`src/hdl/dmx_pkg.sv`:
```
// constants and types for the data-move execute block
package dmx_pkg;
   localparam logic [1:0]  PH_Q1        = 2'h0;
   localparam logic [1:0]  PH_Q2        = 2'h1;
   localparam logic [1:0]  PH_Q3        = 2'h2;
   localparam logic [1:0]  PH_Q4        = 2'h3;
   localparam logic [3:0]  OP_MOVE_SRC  = 4'hC;
   localparam logic [3:0]  OP_MOVE_DST  = 4'hF;
   localparam logic [7:0]  OP_BANK_LIT  = 8'h01;
   localparam logic [7:0]  OP_ACC_LIT   = 8'h0E;
   localparam logic [6:0]  OP_ACC_STORE = 7'h37;
   localparam logic [11:0] ACC_MAP_ADDR = 12'hFE0;
   localparam logic [7:0]  ACC_SPLIT    = 8'h80;
   localparam logic [3:0]  ACC_HI_BANK  = 4'hF;
   localparam logic [7:0]  IDX_LIMIT    = 8'h5F;
   localparam logic [7:0]  WREG_RST     = 8'h00;
   localparam logic [7:0]  BANK_RST     = 8'h00;
   localparam logic [3:0]  BANK_PAD     = 4'h0;

   typedef enum logic [2:0] {
      K_NONE,
      K_MOVE1,
      K_MOVE2,
      K_BANK,
      K_ACC,
      K_STORE
   } dmx_kind_t;
endpackage : dmx_pkg

```
`src/hdl/dmx_exec.sv`:
```
// decode and execute of the four data-move instructions
// Overview of operation
// - file move is two words: 1100 plus source, then 1111 plus destination
// - file move source and destination reach 000h..FFFh without bank select
// - file move allows accumulator either end, copies byte, no flags touched
// - file move first cycle: decode, read source in Q2, no Q4 write
// - file move second cycle: no read at all, write destination in Q4
// - bank load 0000 0001 kkkk kkkk writes bank select, one cycle, no flags
// - after bank load, upper four bank select bits read zero
// - accumulator load 0000 1110 kkkk kkkk sets accumulator in one cycle
// - accumulator store 0110 111a ffff ffff writes accumulator to file
// - store file address picks a byte within a 256-byte bank
// - access bit clear selects access bank, set uses bank select register
// - extended mode, access bit clear, address up to 5Fh: indexed offset
module dmx_exec
   import dmx_pkg::*;
(
   input  wire logic        clk_sys,
   input  wire logic        rst_b,
   input  wire logic [15:0] instr_word,
   input  wire logic        instr_vld,
   input  wire logic        ext_en,
   input  wire logic [11:0] idx_base,
   input  wire logic [7:0]  dm_rdata,
   output logic      [11:0] dm_addr,
   output logic             dm_rd,
   output logic             dm_wr,
   output logic      [7:0]  dm_wdata,
   output logic      [7:0]  wreg,
   output logic      [7:0]  bank_sel
);
   typedef struct packed {
      dmx_kind_t   kind;
      logic [15:0] word;
      logic        acc_end;
      logic [7:0]  data;
      logic [7:0]  wreg;
      logic [7:0]  bank_sel;
      logic [11:0] addr;
      logic        rd;
      logic        wr;
      logic [7:0]  wdata;
   } dmx_state_t;

   dmx_state_t s_q;
   dmx_state_t s_d;
   logic [1:0] phase;

   dmx_qphase u_qphase (
      .clk_sys (clk_sys),
      .rst_b   (rst_b),
      .phase   (phase)
   );

   function automatic dmx_kind_t fn_decode(input logic [15:0] w, input logic vld,
                                           input logic second);
      dmx_kind_t k;
      k = K_NONE;
      if (vld) begin
         // a lone 1111 word is a no-op; only after a first word is it a destination
         if (second) begin
            k = (w[15:12] == OP_MOVE_DST) ? K_MOVE2 : K_NONE;
         end else if (w[15:12] == OP_MOVE_SRC) begin
            k = K_MOVE1;
         end else if (w[15:8] == OP_BANK_LIT) begin
            k = K_BANK;
         end else if (w[15:8] == OP_ACC_LIT) begin
            k = K_ACC;
         end else if (w[15:9] == OP_ACC_STORE) begin
            k = K_STORE;
         end
      end
      return k;
   endfunction : fn_decode

   function automatic logic [11:0] fn_bank_addr(input logic [7:0] f, input logic a,
                                                input logic [7:0] bank, input logic ext,
                                                input logic [11:0] base);
      logic [11:0] r;
      r = {bank[3:0], f};
      if (!a) begin
         if (ext && f <= IDX_LIMIT) begin
            r = 12'(base + {4'h0, f});
         end else if (f < ACC_SPLIT) begin
            r = {4'h0, f};
         end else begin
            r = {ACC_HI_BANK, f};
         end
      end
      return r;
   endfunction : fn_bank_addr

   always_comb begin
      s_d = s_q;
      case (phase)
         PH_Q1: begin
            s_d.kind    = fn_decode(instr_word, instr_vld, s_q.kind == K_MOVE1);
            s_d.word    = instr_word;
            s_d.addr    = instr_word[11:0];
            s_d.acc_end = (instr_word[11:0] == ACC_MAP_ADDR);
            if (s_d.kind == K_STORE) begin
               s_d.addr = fn_bank_addr(instr_word[7:0], instr_word[8], s_q.bank_sel,
                                       ext_en, idx_base);
            end
            // accumulator as source is taken internally, no memory read
            s_d.rd = (s_d.kind == K_MOVE1) && !s_d.acc_end;
            s_d.wr = 1'b0;
         end
         PH_Q2: begin
            s_d.rd = 1'b0;
            if (s_q.kind == K_MOVE1) begin
               s_d.data = s_q.acc_end ? s_q.wreg : dm_rdata;
            end
         end
         PH_Q3: begin
            // second move cycle never reads; write lands in Q4
            if (s_q.kind == K_MOVE2 && !s_q.acc_end) begin
               s_d.wr    = 1'b1;
               s_d.wdata = s_q.data;
            end else if (s_q.kind == K_STORE) begin
               s_d.wr    = 1'b1;
               s_d.wdata = s_q.wreg;
            end
         end
         PH_Q4: begin
            s_d.wr = 1'b0;
            case (s_q.kind)
               K_BANK: begin
                  s_d.bank_sel = {BANK_PAD, s_q.word[3:0]};
               end
               K_ACC: begin
                  s_d.wreg = s_q.word[7:0];
               end
               K_MOVE2: begin
                  if (s_q.acc_end) begin
                     s_d.wreg = s_q.data;
                  end
               end
               default: begin
               end
            endcase
         end
         default: begin
         end
      endcase
   end

   always_ff @(posedge clk_sys) begin
      if (!rst_b) begin
         s_q.kind    <= K_NONE;
         s_q.word    <= 16'h0000;
         s_q.acc_end <= 1'b0;
         s_q.data    <= 8'h00;
         s_q.wreg    <= WREG_RST;
         s_q.bank_sel <= BANK_RST;
         s_q.addr    <= 12'h000;
         s_q.rd      <= 1'b0;
         s_q.wr      <= 1'b0;
         s_q.wdata   <= 8'h00;
      end else begin
         s_q <= s_d;
      end
   end

   assign dm_addr  = s_q.addr;
   assign dm_rd    = s_q.rd;
   assign dm_wr    = s_q.wr;
   assign dm_wdata = s_q.wdata;
   assign wreg     = s_q.wreg;
   assign bank_sel = s_q.bank_sel;
endmodule : dmx_exec

```
`src/hdl/dmx_qphase.sv`:
```
// quarter-phase sequencer, four clocks per instruction cycle
module dmx_qphase
   import dmx_pkg::*;
(
   input  wire logic       clk_sys,
   input  wire logic       rst_b,
   output logic      [1:0] phase
);
   typedef struct packed {
      logic [1:0] ph;
   } dmx_ph_t;

   dmx_ph_t s_q;
   dmx_ph_t s_d;

   always_comb begin
      s_d    = s_q;
      s_d.ph = s_q.ph + 2'h1;
   end

   always_ff @(posedge clk_sys) begin
      if (!rst_b) begin
         s_q.ph <= PH_Q1;
      end else begin
         s_q <= s_d;
      end
   end

   assign phase = s_q.ph;
endmodule : dmx_qphase

```
`config.mk`:
```
export PLATFORM = sky130hd
export DESIGN_NAME = dmx_exec
export DESIGN_NICKNAME = d
export VERILOG_FILES = /design/src/hdl/dmx_pkg.sv /design/src/hdl/dmx_exec.sv /design/src/hdl/dmx_qphase.sv
export SDC_FILE = /design/constraint.sdc
export NUM_CORES = 1
export LEC_CHECK = 0
export BUFFER_PORTS_ARGS = -buffer_cell sky130_fd_sc_hd__buf_4
export CAP_MARGIN = 15
export CORE_MARGIN = 5
export CORE_UTILIZATION = 40
export CTS_CLUSTER_SIZE = 30
export DETAILED_ROUTE_END_ITERATION = 8
export PLACE_DENSITY = 0.74
export SYNTH_ARGS = -nofsm -noshare
export SYNTH_HDL_FRONTEND = slang
export SYNTH_SLANG_ARGS = --single-unit
export TNS_END_PERCENT = 20
```
`constraint.sdc`:
```
create_clock -name clk_sys -period 1.7 [get_ports clk_sys]
set_input_delay 0.085 -clock clk_sys [delete_from_list [all_inputs] [get_ports clk_sys]]
set_output_delay 0.085 -clock clk_sys [all_outputs]
set_load 0.02 [all_outputs]
```
==> flow_summary.json <==
{
  "clockBufferDepth": 2,
  "ys_seq_elements": 56,
  "die_area_um2": 10500,
  "ant_nets": 0,
  "dp_hpwl_mm": 6.85,
  "slew_viol_final": 0,
  "cts_root_buffer": "clkbuf_8",
  "ys_warn_count": 0,
  "wire_per_inst_um": 15.3,
  "finClkSkew_ns": 0.0121,
  "critPathKind": "reg -> reg",
  "synth-edff-count": 0,
  "area_delta_synth_final_pct": 24.5,
  "io_pins": 78,
  "n_antenna_cell": 0,
  "fmax_ghz": 0.602,
  "grtUsageTotal_pct": 16.3,
  "via_per_inst": 5.23,
  "start_util_pct": 41.3,
  "place_inst": 550,
  "grt_max_degree": 28,
  "setup_tns_ns": 0,
  "hold_viol": 0,
  "avgSynthCellArea_um2": 8.89,
  "synth_cell_types": 56,
  "period_minus_slack_ns": 1.66,
  "final_cells": 558,
  "min_path_cells": 3,
  "crit_top_cell": "nor3b_4",
  "cts.htree.levels": 2,
  "cts_hold_buffers": 0,
  "rrSetupSlack_ns": 0.04,
  "port_buffers": 73,
  "placementRows": 33,
  "num_vias": 2917,
  "die_w_um": 102,
  "crit_slowest_cell": "dfxtp_2",
  "die_h_um": 102,
  "cts_tree": "done",
  "crit_chain": "nor3b_4 > a211oi_4 > nand4_4 > nor3b_4 > buf_12 > mux2i_1 > a211oi_1",
  "reg2regPathDepth": 7,
  "clock-sinks": 56,
  "synth_flop_cell": "dfxtp_1",
  "hold_end": "dm_addr[10]",
  "worst_slack_ns": 0.0402,
  "reg2reg_from": "s_q[63]",
  "crit_required_ns": 1.87,
  "hold_start": "instr_word[10]",
  "cap_violations": 0,
  "period_share_pct": 97.6,
  "num-nets-final": 506,
  "worstPathMaxFanout": 8,
  "postSynth.asyncResetShare_pct": 0,
  "grt_antenna_before_repair": 0,
  "cp.arrival_ns": 1.83,
  "clock_latency_ns": 0.31,
  "cellPowerDensity_nw_per_um2": 664,
  "status": "complete, no violations",
  "critPathCaptureType": "flip-flop",
  "cts_buffers": 5,
  "slowest_delay_ns": 0.33,
  "clkTransAtPathRegs_ns": 0.10,
  "setup_viol": 0,
  "grt_pass1_wl_mm": 13.6,
  "synth-seq-area-share_pct": 32.8,
  "layout-drive-gt1-share_pct": 31.8,
  "rsz0062_at_grt": "yes",
  "start_kind": "flip-flop",
  "leakagePower_nw": 1.74,
  "place_congestion": 0.866,
  "hp-class": "in -> reg",
  "filler_cell_count": 779,
  "first_pass_iters": 4,
  "dp_worst_setup_slack_ns": -0.268,
  "wl_mm": 8.52,
  "drc": 0,
  "syn_inst": 384,
  "worstReg2RegEnd": "dm_addr[5]",
  "drtIter0Drc": 103,
  "grt_pass1_vias": 2841,
  "core_um2": 8260,
  "syn_area_um2": 3410,
  "grt_overflow": 0,
  "ir_drop_v": 0.000350
}
cells in the final DEF (no fill, tap or decap), types with 3 or more instances in the layout:
cell type and count:
buf_12 5, nand3b_1 4, clkbuf_8 7, nor2_1 50, inv_1 9, a211oi_1 27, buf_4 109, conb_1 4
a21oi_1 14, nand2b_1 4, nor2b_1 3, o21ai_0 12, o22ai_1 3, ha_1 12, a31oi_1 5, nand2_1 14
a21o_1 3, nand4_1 4, o211ai_1 4, nand3_1 9, dfxtp_1 54, xnor2_1 7, mux2i_1 44
metal layers:
layer,share of wire (%),GRT usage (%),routed length (µm),vias to the layer above
met4,0.85,4.04,72,0
met1,48,22.0,4050,1360
met3,6.3,3.34,537,10
li1,-,-,-,1469
met2,45,26.6,3860,78
met5,0,0,0,-
logic make-up (layout without fill, tap and decap cells):
| family | after synthesis | count (layout) | share of synthesized area (%) |
|---|---|---|---|
| AND/OR/NAND/NOR | 112 | 112 | 18.0 |
| adder cells (fa/ha/maj) | 13 | 13 | 4.98 |
| flip-flops | 56 | 56 | 32.8 |
| XOR/XNOR | 7 | 7 | 1.80 |
| multiplexers | 44 | 44 | 12.9 |
| AO/OA/AOI/OAI | 85 | 85 | 17.2 |
| buffers and inverters | 66 | 132 | 12.2 |
| other | 1 | 4 | 0.110 |
how the worst max path moves through the flow:
stage,start,end
2_1_floorplan,s_q[63],dm_addr[5]
3_3_place_gp,instr_word[0],dm_addr[10]
3_5_place_dp,instr_word[0],dm_addr[10]
4_1_cts,s_q[63],dm_addr[1]
5_1_grt,s_q[63],dm_addr[5]
6_report,s_q[63],dm_addr[5]
critical path, delay by kind of cell, from the launching register on:
family,cells,cell delay (ns)
and+or+nand+nor,3,0.55
DFF,1,0.33
AOI/OAI and AO/OA,2,0.31
muxes,1,0.17
buffers and inverters,1,0.15
final cells by class:
class | count | area [µm²] | area share [%]
multi-input cells | 265 | 1930 | 45.4
flip-flops and latches | 56 | 1130 | 26.5
repair buffers | 115 | 930 | 21.9
well taps | 105 | 131 | 3.09
clock buffers | 7 | 96.3 | 2.27
inverters | 10 | 37.5 | 0.883
where the power goes:
| group | total (W) | switching, W | internal, W | leakage, nW |
|---|---|---|---|---|
| registers | 0.00140 | 0.0000373 | 0.00136 | 0.457 |
| clock network | 0.000776 | 0.000412 | 0.000364 | 0.0503 |
| logic | 0.000648 | 0.000333 | 0.000316 | 1.23 |
| total | 0.00282 | 0.000781 | 0.00204 | 1.74 |
sequential cells by signal, indices dropped and copies added, names as in the netlist:
register        count
bank_sel            4
dm_addr            12
dm_rd               1
dm_wdata            8
dm_wr               1
s_q                20
u_qphase.phase      2
wreg                8
cell usage after synthesis, drive strengths merged, types with 5 or more instances:
| cell type | n | area, µm² |
|---|---|---|
| clkbuf | 10 | 37.5 |
| nor2 | 51 | 191 |
| ha | 12 | 150 |
| o21ai | 14 | 70.1 |
| a21oi | 15 | 75.1 |
| xnor2 | 7 | 61.3 |
| a31oi | 5 | 31.3 |
| nand4 | 5 | 46.3 |
| a211oi | 29 | 223 |
| inv | 10 | 37.5 |
| nor2b | 5 | 31.3 |
| buf | 46 | 340 |
| nand2 | 14 | 52.6 |
| mux2i | 44 | 440 |
| dfxtp | 56 | 1120 |
| nand3 | 9 | 45.0 |
through the flow:
step,hold slack [ns],utilization [%],power (W),area [µm²]
after detailed placement,0.385,49.9,0.00207,4120
final,0.0520,51.5,0.00282,4250
after global placement,0.373,49.9,0.00206,4120
after global routing,0.0398,51.5,0.00296,4250
after CTS,0.0397,51.1,0.00284,4220
after floorplan,0.232,-,0.00183,3450
what timing repair did:
action	CTS	global route
resized for setup	2	8
endpoints found under the setup margin	4	18
buffers inserted	0	1
pin swaps	1	2
hold endpoints to repair	0	0
No activity file was read; power rests on OpenSTA's default activity.
